File: src/pkg/dtcc_pkg.sv
// Shared constants and types of the dual time-base capture/compare unit.
package dtcc_pkg;

  localparam int NUM_CH = 16;
  localparam int NUM_TB = 2;
  localparam int TMR_W = 16;
  // Partner distance of the two channels that share a pin in double mode.
  localparam int PAIR_OFS = 8;
  // Staggered operation gives one timer slot in every eight cycles.
  localparam int STAG_W = 3;
  localparam logic [STAG_W-1:0] STAG_SLOT = 3'h0;
  localparam logic [STAG_W-1:0] STAG_STEP = 3'h1;
  localparam int PRESC_W = 8;
  localparam int PSEL_W = 3;
  localparam logic [PRESC_W-1:0] PRESC_STEP = 8'h01;
  localparam logic [TMR_W-1:0] TMR_RST = 16'h0000;

  typedef enum logic [1:0] {
    TB_SRC_PRESC = 2'b00,
    TB_SRC_AUX = 2'b01,
    TB_SRC_EXT = 2'b10,
    TB_SRC_STOP = 2'b11
  } dtcc_src_t;

  typedef enum logic [2:0] {
    CH_OFF = 3'b000,
    CH_CAPTURE = 3'b001,
    CH_CMP0 = 3'b010,
    CH_CMP1 = 3'b011,
    CH_CMP2 = 3'b100,
    CH_CMP3 = 3'b101,
    CH_DOUBLE = 3'b110
  } dtcc_mode_t;

  typedef enum logic [1:0] {
    EDGE_NONE = 2'b00,
    EDGE_RISE = 2'b01,
    EDGE_FALL = 2'b10,
    EDGE_BOTH = 2'b11
  } dtcc_edge_t;

  typedef struct packed {
    logic run;
    dtcc_src_t src;
    logic [PSEL_W-1:0] psel;
  } dtcc_tb_cfg_t;

  typedef struct packed {
    dtcc_mode_t mode;
    dtcc_edge_t edge_sel;
    logic tsel;
    logic single;
  } dtcc_ch_cfg_t;

  typedef struct packed {
    logic [TMR_W-1:0] count;
    logic upd;
    logic ovf;
  } dtcc_tb_stat_t;

  typedef struct packed {
    logic tog;
    logic set;
    logic clr;
  } dtcc_act_t;

endpackage : dtcc_pkg

File: src/hdl/dtcc_top.sv
// Dual time-base capture/compare unit with sixteen channels.
`timescale 1ns/1ps

module dtcc_top
  import dtcc_pkg::*;
(
  // Clock and reset
  input wire logic clk,
  input wire logic sys_rst,
  input wire logic clk_en,
  // Time-base control
  input wire dtcc_tb_cfg_t [NUM_TB-1:0] tb_cfg,
  input wire logic [NUM_TB-1:0][TMR_W-1:0] tb_reload,
  input wire logic [NUM_TB-1:0] tb_load,
  input wire logic [NUM_TB-1:0][TMR_W-1:0] tb_load_val,
  input wire logic stagger_en,
  // Count sources
  input wire logic aux_timer_six_ovf,
  input wire logic [NUM_TB-1:0] ext_cnt_in,
  // Channel control
  input wire dtcc_ch_cfg_t [NUM_CH-1:0] ch_cfg,
  input wire logic [NUM_CH-1:0] ch_wr,
  input wire logic [TMR_W-1:0] ch_wr_val,
  input wire logic [NUM_CH-1:0] ch_rearm,
  // Channel pins
  input wire logic [NUM_CH-1:0] ch_pin_in,
  output logic [NUM_CH-1:0] ch_pin_out,
  output logic [NUM_CH-1:0] ch_pin_oe,
  // Status
  output logic [NUM_CH-1:0][TMR_W-1:0] ch_value,
  output logic [NUM_CH-1:0] ch_irq,
  output logic [NUM_CH-1:0] ch_halted,
  output logic [NUM_TB-1:0][TMR_W-1:0] tb_count,
  output logic [NUM_TB-1:0] tb_ovf
);

  //////////////////////////////////////////////////////////////////////////////

  logic [STAG_W-1:0] stag_cnt_r;
  logic [PRESC_W-1:0] presc_cnt_r;
  logic slot_ok;
  logic [NUM_TB-1:0] ext_prev_r;
  logic [NUM_TB-1:0] ev_pend_r;
  logic [NUM_TB-1:0] ev_now;
  logic [NUM_TB-1:0] tick_w;
  logic [NUM_CH-1:0] pin_prev_r;
  dtcc_tb_stat_t [NUM_TB-1:0] tb_stat;
  dtcc_act_t [NUM_CH-1:0] act;

  // In staggered operation the timers move only in one slot of eight.
  assign slot_ok = !stagger_en || stag_cnt_r == STAG_SLOT;

  always_ff @(posedge clk)
  begin
    if (sys_rst)
      stag_cnt_r <= STAG_SLOT;
    else if (clk_en)
      stag_cnt_r <= stag_cnt_r + STAG_STEP;
  end

  // The prescaler advances only in usable slots so no division is skipped.
  always_ff @(posedge clk)
  begin
    if (sys_rst)
      presc_cnt_r <= '0;
    else if (clk_en && slot_ok)
      presc_cnt_r <= presc_cnt_r + PRESC_STEP;
  end

  always_ff @(posedge clk)
  begin
    if (sys_rst)
    begin
      ext_prev_r <= '0;
      pin_prev_r <= '0;
    end
    else if (clk_en)
    begin
      ext_prev_r <= ext_cnt_in;
      pin_prev_r <= ch_pin_in;
    end
  end

  // Count events seen outside the slot are held until the next slot.
  always_ff @(posedge clk)
  begin
    if (sys_rst)
      ev_pend_r <= '0;
    else if (clk_en)
    begin
      if (slot_ok)
        ev_pend_r <= '0;
      else
        ev_pend_r <= ev_pend_r | ev_now;
    end
  end

  //////////////////////////////////////////////////////////////////////////////

  for (genvar t = 0; t < NUM_TB; t++)
  begin : g_tb
    logic [PRESC_W-1:0] mask;
    logic presc_hit;
    logic ext_edge;

    assign mask = PRESC_W'((1 << tb_cfg[t].psel) - 1);
    assign presc_hit = (presc_cnt_r & mask) == mask;
    assign ext_edge = ext_cnt_in[t] & ~ext_prev_r[t];
    assign ev_now[t] =
      (tb_cfg[t].src == TB_SRC_AUX && aux_timer_six_ovf) ||
      (tb_cfg[t].src == TB_SRC_EXT && ext_edge);
    assign tick_w[t] = tb_cfg[t].run && slot_ok &&
      ((tb_cfg[t].src == TB_SRC_PRESC && presc_hit) ||
       ev_pend_r[t] || ev_now[t]);

    dtcc_timebase i_dtcc_timebase (
      .clk(clk),
      .sys_rst(sys_rst),
      .clk_en(clk_en),
      .tick(tick_w[t]),
      .reload(tb_reload[t]),
      .load(tb_load[t]),
      .load_val(tb_load_val[t]),
      .count_r(tb_stat[t].count),
      .upd_r(tb_stat[t].upd),
      .ovf_r(tb_stat[t].ovf)
    );

    assign tb_count[t] = tb_stat[t].count;
    assign tb_ovf[t] = tb_stat[t].ovf;

    property p_presc_half;
      @(posedge clk) disable iff (sys_rst)
        clk_en && !stagger_en && tb_cfg[t].src == TB_SRC_PRESC &&
        tb_cfg[t].psel != '0 && tick_w[t]
        |=> !tick_w[t];
    endproperty
    a_presc_half: assert property (p_presc_half)
      else $error("prescaled tick came on two cycles in a row");

    property p_aux_count;
      @(posedge clk) disable iff (sys_rst)
        clk_en && !stagger_en && !tb_load[t] && tb_cfg[t].run &&
        tb_cfg[t].src == TB_SRC_AUX && aux_timer_six_ovf
        |=> tb_stat[t].upd;
    endproperty
    a_aux_count: assert property (p_aux_count)
      else $error("aux timer overflow did not advance the timer");

    property p_ext_count;
      @(posedge clk) disable iff (sys_rst)
        clk_en && !stagger_en && !tb_load[t] && tb_cfg[t].run &&
        tb_cfg[t].src == TB_SRC_EXT && ext_cnt_in[t] && !ext_prev_r[t]
        |=> tb_stat[t].upd;
    endproperty
    a_ext_count: assert property (p_ext_count)
      else $error("external count edge did not advance the timer");

    property p_stagger;
      @(posedge clk) disable iff (sys_rst)
        stagger_en && clk_en && tick_w[t]
        |=> (!tick_w[t] || !stagger_en)[*7];
    endproperty
    a_stagger: assert property (p_stagger)
      else $error("staggered timer moved twice within eight cycles");
  end

  //////////////////////////////////////////////////////////////////////////////

  for (genvar i = 0; i < NUM_CH; i++)
  begin : g_ch
    logic own_tog;
    logic partner_tog;
    logic drive;
    logic pin_q;
    logic oe_q;

    dtcc_channel i_dtcc_channel (
      .clk(clk),
      .sys_rst(sys_rst),
      .clk_en(clk_en),
      .cfg(ch_cfg[i]),
      .wr(ch_wr[i]),
      .wr_val(ch_wr_val),
      .rearm(ch_rearm[i]),
      .tb(tb_stat),
      .pin_in(ch_pin_in[i]),
      .pin_prev(pin_prev_r[i]),
      .value_r(ch_value[i]),
      .irq_r(ch_irq[i]),
      .halted_r(ch_halted[i]),
      .act_r(act[i])
    );

    // The lower channel of a pair owns the shared pin in double mode.
    if (i < PAIR_OFS)
    begin : g_lo
      assign partner_tog = act[i+PAIR_OFS].tog &&
        ch_cfg[i+PAIR_OFS].mode == CH_DOUBLE;
      assign own_tog = act[i].tog;
      assign drive = ch_cfg[i].mode inside {CH_CMP1, CH_CMP3, CH_DOUBLE} ||
        ch_cfg[i+PAIR_OFS].mode == CH_DOUBLE;
    end
    else
    begin : g_hi
      assign partner_tog = 1'b0;
      assign own_tog = act[i].tog && ch_cfg[i].mode != CH_DOUBLE;
      assign drive = ch_cfg[i].mode inside {CH_CMP1, CH_CMP3};

      property p_double_hi_quiet;
        @(posedge clk) disable iff (sys_rst)
          clk_en && ch_cfg[i].mode == CH_DOUBLE && !act[i].set &&
          !act[i].clr |=> $stable(ch_pin_out[i]);
      endproperty
      a_double_hi_quiet: assert property (p_double_hi_quiet)
        else $error("upper double channel moved its own pin");
    end

    // A set wins over an overflow clear that lands in the same cycle.
    always_ff @(posedge clk)
    begin
      if (sys_rst)
        pin_q <= 1'b0;
      else if (clk_en)
      begin
        if (act[i].set)
          pin_q <= 1'b1;
        else if (act[i].clr)
          pin_q <= 1'b0;
        else if (own_tog ^ partner_tog)
          pin_q <= ~pin_q;
      end
    end

    always_ff @(posedge clk)
    begin
      if (sys_rst)
        oe_q <= 1'b0;
      else if (clk_en)
        oe_q <= drive;
    end

    assign ch_pin_out[i] = pin_q;
    assign ch_pin_oe[i] = oe_q;

    property p_toggle;
      @(posedge clk) disable iff (sys_rst)
        clk_en && !act[i].set && !act[i].clr && (own_tog ^ partner_tog)
        |=> ch_pin_out[i] == !$past(ch_pin_out[i]);
    endproperty
    a_toggle: assert property (p_toggle)
      else $error("compare match did not toggle the pin");

    property p_mode3;
      @(posedge clk) disable iff (sys_rst)
        clk_en && act[i].set |=> ch_pin_out[i];
    endproperty
    a_mode3: assert property (p_mode3)
      else $error("mode 3 match did not set the pin");

    property p_mode3_clr;
      @(posedge clk) disable iff (sys_rst)
        clk_en && act[i].clr && !act[i].set |=> !ch_pin_out[i];
    endproperty
    a_mode3_clr: assert property (p_mode3_clr)
      else $error("overflow did not clear the mode 3 pin");

    property p_mode0_quiet;
      @(posedge clk) disable iff (sys_rst)
        clk_en && ch_cfg[i].mode == CH_CMP0 && !partner_tog
        |=> $stable(ch_pin_out[i]);
    endproperty
    a_mode0_quiet: assert property (p_mode0_quiet)
      else $error("mode 0 channel moved its pin");

    property p_oe_drive;
      @(posedge clk) disable iff (sys_rst)
        clk_en && ch_cfg[i].mode inside {CH_CMP1, CH_CMP3}
        |=> ch_pin_oe[i];
    endproperty
    a_oe_drive: assert property (p_oe_drive)
      else $error("compare channel did not drive its pin");
  end

endmodule : dtcc_top

File: src/hdl/dtcc_timebase.sv
// One reloadable 16-bit up-counting time base.
`timescale 1ns/1ps
module dtcc_timebase
  import dtcc_pkg::*;
(
  // Clock and reset
  input wire logic clk,
  input wire logic sys_rst,
  input wire logic clk_en,
  // Count control
  input wire logic tick,
  input wire logic [TMR_W-1:0] reload,
  input wire logic load,
  input wire logic [TMR_W-1:0] load_val,
  // State
  output logic [TMR_W-1:0] count_r,
  output logic upd_r,
  output logic ovf_r
);

  localparam logic [TMR_W-1:0] TOP = {TMR_W{1'b1}};
  localparam logic [TMR_W-1:0] ONE = TMR_W'(1);

  // A software load takes priority over a count in the same cycle.
  always_ff @(posedge clk)
  begin
    if (sys_rst)
    begin
      count_r <= TMR_RST;
      upd_r <= 1'b0;
      ovf_r <= 1'b0;
    end
    else if (clk_en)
    begin
      upd_r <= load | tick;
      ovf_r <= !load && tick && count_r == TOP;
      if (load)
        count_r <= load_val;
      else if (tick && count_r == TOP)
        count_r <= reload;
      else if (tick)
        count_r <= count_r + ONE;
    end
  end

  property p_tb_reload;
    @(posedge clk) disable iff (sys_rst)
      clk_en && tick && !load && count_r == TOP
      |=> count_r == $past(reload) && ovf_r && upd_r;
  endproperty
  a_tb_reload: assert property (p_tb_reload)
    else $error("time base did not reload on overflow");

  property p_tb_step;
    @(posedge clk) disable iff (sys_rst)
      clk_en && tick && !load && count_r != TOP
      |=> count_r == $past(count_r) + ONE && !ovf_r;
  endproperty
  a_tb_step: assert property (p_tb_step)
    else $error("time base did not advance by one");

endmodule : dtcc_timebase

File: src/hdl/dtcc_channel.sv
// One capture/compare channel register with its mode logic.
`timescale 1ns/1ps
module dtcc_channel
  import dtcc_pkg::*;
(
  // Clock and reset
  input wire logic clk,
  input wire logic sys_rst,
  input wire logic clk_en,
  // Configuration
  input wire dtcc_ch_cfg_t cfg,
  input wire logic wr,
  input wire logic [TMR_W-1:0] wr_val,
  input wire logic rearm,
  // Time bases
  input wire dtcc_tb_stat_t [NUM_TB-1:0] tb,
  // Pin sample
  input wire logic pin_in,
  input wire logic pin_prev,
  // Results
  output logic [TMR_W-1:0] value_r,
  output logic irq_r,
  output logic halted_r,
  output dtcc_act_t act_r
);

  logic [TMR_W-1:0] tval;
  logic tupd;
  logic tovf;
  logic rise;
  logic fall;
  logic cap_hit;
  logic is_cmp;
  logic once;
  logic match;
  logic fire;
  logic end_pulse;
  logic done_r;

  assign tval = tb[cfg.tsel].count;
  assign tupd = tb[cfg.tsel].upd;
  assign tovf = tb[cfg.tsel].ovf;
  assign rise = pin_in & ~pin_prev;
  assign fall = ~pin_in & pin_prev;
  assign cap_hit = cfg.mode == CH_CAPTURE &&
    ((rise && (cfg.edge_sel == EDGE_RISE || cfg.edge_sel == EDGE_BOTH)) ||
     (fall && (cfg.edge_sel == EDGE_FALL || cfg.edge_sel == EDGE_BOTH)));
  assign is_cmp = cfg.mode inside {CH_CMP0, CH_CMP1, CH_CMP2, CH_CMP3,
    CH_DOUBLE};
  assign once = cfg.mode == CH_CMP2 || cfg.mode == CH_CMP3;
  // A match counts only when the timer has just taken a new value.
  assign match = is_cmp && tupd && tval == value_r && !halted_r;
  assign fire = match && !(once && done_r);
  assign end_pulse = cfg.mode == CH_CMP3 && tovf;

  always_ff @(posedge clk)
  begin
    if (sys_rst)
      value_r <= TMR_RST;
    else if (clk_en)
    begin
      if (cap_hit)
        value_r <= tval;
      else if (wr)
        value_r <= wr_val;
    end
  end

  // Once-per-period flag; a match in the overflow cycle sets it only if the old period left it clear.
  always_ff @(posedge clk)
  begin
    if (sys_rst)
      done_r <= 1'b0;
    else if (clk_en)
    begin
      if (fire && once)
        done_r <= 1'b1;
      else if (tovf)
        done_r <= 1'b0;
    end
  end

  always_ff @(posedge clk)
  begin
    if (sys_rst)
      halted_r <= 1'b0;
    else if (clk_en)
    begin
      if (cfg.single && ((fire && cfg.mode != CH_CMP3) ||
          (end_pulse && done_r)))
        halted_r <= 1'b1;
      else if (rearm)
        halted_r <= 1'b0;
    end
  end

  always_ff @(posedge clk)
  begin
    if (sys_rst)
    begin
      irq_r <= 1'b0;
      act_r <= '0;
    end
    else if (clk_en)
    begin
      irq_r <= cap_hit || (fire && cfg.mode != CH_DOUBLE);
      act_r.tog <= fire && (cfg.mode == CH_CMP1 || cfg.mode == CH_DOUBLE);
      act_r.set <= fire && cfg.mode == CH_CMP3;
      act_r.clr <= end_pulse;
    end
  end

  property p_capture;
    @(posedge clk) disable iff (sys_rst)
      clk_en && cap_hit |=> value_r == $past(tval) && irq_r;
  endproperty
  a_capture: assert property (p_capture)
    else $error("capture did not latch the timer value");

  property p_edge_rise_only;
    @(posedge clk) disable iff (sys_rst)
      clk_en && cfg.mode == CH_CAPTURE && cfg.edge_sel == EDGE_RISE && fall
      |=> !irq_r;
  endproperty
  a_edge_rise_only: assert property (p_edge_rise_only)
    else $error("falling edge captured in rising-only mode");

  property p_once_per_period;
    @(posedge clk) disable iff (sys_rst)
      clk_en && cfg.mode == CH_CMP2 && done_r && match |=> !irq_r;
  endproperty
  a_once_per_period: assert property (p_once_per_period)
    else $error("second interrupt in one period");

  property p_halted_quiet;
    @(posedge clk) disable iff (sys_rst)
      clk_en && halted_r && !rearm && is_cmp |=> halted_r && !irq_r;
  endproperty
  a_halted_quiet: assert property (p_halted_quiet)
    else $error("halted channel still acted");

endmodule : dtcc_channel

File: config.mk
export PLATFORM = sky130hd
export DESIGN_NAME = dtcc_top
export DESIGN_NICKNAME = d
export VERILOG_FILES = /design/src/pkg/dtcc_pkg.sv /design/src/hdl/dtcc_top.sv /design/src/hdl/dtcc_timebase.sv /design/src/hdl/dtcc_channel.sv
export SDC_FILE = /design/constraint.sdc
export NUM_CORES = 2
export LEC_CHECK = 0
export BUFFER_PORTS_ARGS = -buffer_cell sky130_fd_sc_hd__buf_4
export CAP_MARGIN = 10
export CORE_MARGIN = 2
export CORE_UTILIZATION = 52
export CTS_BUF_LIST = sky130_fd_sc_hd__clkbuf_8
export DETAILED_ROUTE_END_ITERATION = 16
export PLACE_DENSITY_LB_ADDON = 0.12
export SLEW_MARGIN = 20
export SYNTH_ARGS = -nofsm -noshare
export SYNTH_HDL_FRONTEND = slang
export SYNTH_SLANG_ARGS = --single-unit
File: constraint.sdc
create_clock -name clk -period 2.3 [get_ports clk]
set_input_delay 0 -clock clk [delete_from_list [all_inputs] [get_ports clk]]
set_output_delay 0 -clock clk [all_outputs]
set_load 0.02 [all_outputs]
==> reports/metrics.cfg <==
[run_status]
status=completed

[worst_setup_path]
path_delay_family=compound AO/OA/AOI/OAI gates
cp-end-kind=flip-flop
slowest_delay_ns=0.51
critPathMaxFanout=12
critPathArrivalTime_ns=2.86
slowest_stage=or3b_2
crit_path_cell_trace=buf_12, mux2i_1, a211o_1, a211oi_1, nand4_1, or3b_2, a211oi_2
critical_path_depth=7
crit_type=flip-flop to flip-flop
critPathBufInv=1
rr_worst_depth=7
start_kind=flip-flop
worst_ep_required_time_ns=2.87

[cells_and_area]
seq_area_um2=9040
fill_cells=4303
nets=4779
area_growth_pct=39.9
drive_above_1_share=0.251
multiInputGateArea_um2=18400
post-route-util=0.736

[yosys]
synth_edf_count=0
synth_top_area_share=0.311
synth_flop_cell=dfxtp_1
postSynthCellCount=3651
yosys-top-cells-count=636 x nor2_1, 450 x dfxtp_1, 377 x a21oi_1
synth_area_leader_cell=dfxtp_1
synthArstFlopShare=0
synth_seq_cells=450
ys_seq_area_frac=0.311
synth_fp_nets=3935
yosys_warnings=0
avgSynthCellArea_um2=7.94
ys_types=77
syn-cell-area_um2=29000
synth_most_common_cell=nor2_1
synth.area.top_cells=dfxtp_1 31%, mux2i_1 12%, nor2_1 8.2%

[global_route]
antenna_found_initial=5
first_global_vias=30300
gr-total-overflow=0
grt_max_degree=146
grt.total_usage=0.449
grt_first_pass_wirelength_um=193000

[clock_tree]
cts.clk_slew.worst_paths_ns=0.06
cts_tree=built
ctsRootBufferMaster=clkbuf_8
clock_path_buffers=3
cts_sinks=450
clk-insertion-delay-late_ns=0.69
cts_buffers=83
h-tree-depth=3

[routing]
met2_length_um=57300
drt_first_pass_iters=5
viasPerCell=6.11
drc=0
via_count=32500
wl_met1_um=50700
antenna_left=0
highest_layer=met5
drt-wirelength-per-cell_um=25.4
wl_met3_um=16600
drt_iter0_markers=3991
totalWireLength_um=135000

[floorplan]
rows=86
fp.dieH_um=240
boundaryPins=615
start_util=0.526
die_w_um=240
coreArea_um2=55100
dieArea_um2=57600

[timing]
worst_slack_ns=0.00917
skew_ns=0.0362
finalMaxSlewViolations=0
finalSetupViolCount=0
fin_setup_tns_ns=0
worst_pin_slew_ns=0.835
relSlewSlack=0.441
hold_viol=0
min_period_over_period=0.996
finalCriticalPeriod_ns=2.29
timing.fmax_mhz=437
hold_ws_ns=0.0552

[place]
io_buffers=614
pre_cts_ws_ns=-0.340
hpwl_um=91900
place_congestion=0.981

[min_path]
hold_depth=6
hp-class=input port to flip-flop

[power_and_ir_drop]
p_per_area_nw_per_um2=574
leakage_uw=0.0166
irDropWorstVdd_mv=0.414
power_uw=23300

[job]
cap_viol_max_count=0

==> worst min-delay path, stage by stage <==
cell	delay [ns]
buf_4	0.11
nand3b_1	0.11
a2111oi_4	0.08
buf_4	0.18
nor2_1	0.10
a211oi_1	0.08
==> state kept, by name, indices dropped and copies added (netlist names) <==
signal,flops
g_ch.i_dtcc_channel.value_r,256
g_ch.i_dtcc_channel.act_r,48
g_tb.i_dtcc_timebase.count_r,32
g_ch.i_dtcc_channel.done_r,16
g_ch.i_dtcc_channel.halted_r,16
g_ch.i_dtcc_channel.irq_r,16
g_ch.oe_q,16
g_ch.pin_q,16
pin_prev_r,16
presc_cnt_r,7
stag_cnt_r,3
ev_pend_r,2
ext_prev_r,2
g_tb.i_dtcc_timebase.ovf_r,2
g_tb.i_dtcc_timebase.upd_r,2
==> power breakdown <==
| group | leakage, µW | switching, µW | internal (µW) |
|---|---|---|---|
| Combinational | 0.0119 | 3540 | 2660 |
| Clock | 0.00102 | 3800 | 4740 |
| Sequential | 0.00368 | 399 | 8130 |
| Total | 0.0166 | 7740 | 15500 |
==> kinds of logic after synthesis <==
logic type / Yosys count / synth area share
simple gates: 1155 / 0.185
xor+xnor: 317 / 0.0958
mux: 346 / 0.120
flops: 450 / 0.311
fa+ha+maj: 23 / 0.00993
buf+inv: 473 / 0.0787
compound gates: 887 / 0.200
==> worst paths after layout <==
| check | start | to | slack, ns |
|---|---|---|---|
| setup / recovery | g_tb[1].i_dtcc_timebase.upd_r$_SDFFE_PP0P_ | g_ch[7].i_dtcc_channel.halted_r$_SDFFE_PP0P_ | 0.009 |
| hold / removal | ch_cfg[51] | g_ch[7].i_dtcc_channel.irq_r$_SDFFE_PP0P_ | 0.06 |
| hold reg to reg | g_ch[12].i_dtcc_channel.act_r[1]$_SDFFE_PP0P_ | g_ch[12].i_dtcc_channel.act_r[1]$_SDFFE_PP0P_ | 0.46 |
| setup reg to reg | g_tb[1].i_dtcc_timebase.upd_r$_SDFFE_PP0P_ | g_ch[7].i_dtcc_channel.halted_r$_SDFFE_PP0P_ | 0.009 |
==> placed cells by master, fill, tap and decap left out, drive strengths merged, types with 8 or more instances in the layout <==
cell type    Yosys  routed
and3             9       9
or3b            17      17
or3             28      28
and3b            8       8
or4             16      16
clkbuf         245     114
inv             70      95
nand2          123     123
a22oi           36      36
nor2           636     636
nor4            33      33
a211oi         299     299
and2            16      16
a2111oi         20      20
nand3b          38      38
nor3            70      70
nand2b          14      14
mux2i          339     339
dlygate4sd3      0     296
a211o           11      11
dfxtp          450     450
o22ai           15      15
xnor2          192     192
a311oi          12      12
ha              23      23
a21oi          377     377
buf            157     865
clkinv           1       9
o21ai           71      71
nand4           52      52
nand3           77      77
xor2           125     125
==> per-stage QoR <==
stage          cell area, µm²  instances
2_1_floorplan           29000       3651
6_report                40500       5316
3_3_place_gp            35200       4858
3_5_place_dp            35300       4858
5_1_grt                 40500       5313
4_1_cts                 40000       5300
==> cell type report <==
type	count	area share
diodes	7	0.000432
clock buffers	114	0.0387
clock inverters	37	0.00608
inverters	71	0.00663
multi-input cells	2728	0.454
flip-flops and latches	450	0.223
well taps	748	0.0231
repair buffers	1161	0.248
==> metal layers <==
metal | track usage | up-vias
met5 | 0 | -
met4 | 0.304 | 2
met3 | 0.120 | 579
met2 | 0.668 | 2167
met1 | 0.567 | 15200
li1 | - | 14600
==> repair_timing <==
| action | in CTS | in global routing |
|---|---|---|
| buffers inserted | 0 | 4 |
| endpoints found under the setup margin | 14 | 78 |
| pin swaps | 1 | 20 |
| hold endpoints to repair | 448 | 51 |
| hold buffers | 291 | 5 |
| gates resized for setup | 6 | 86 |
(Power assumes the default switching activity.)
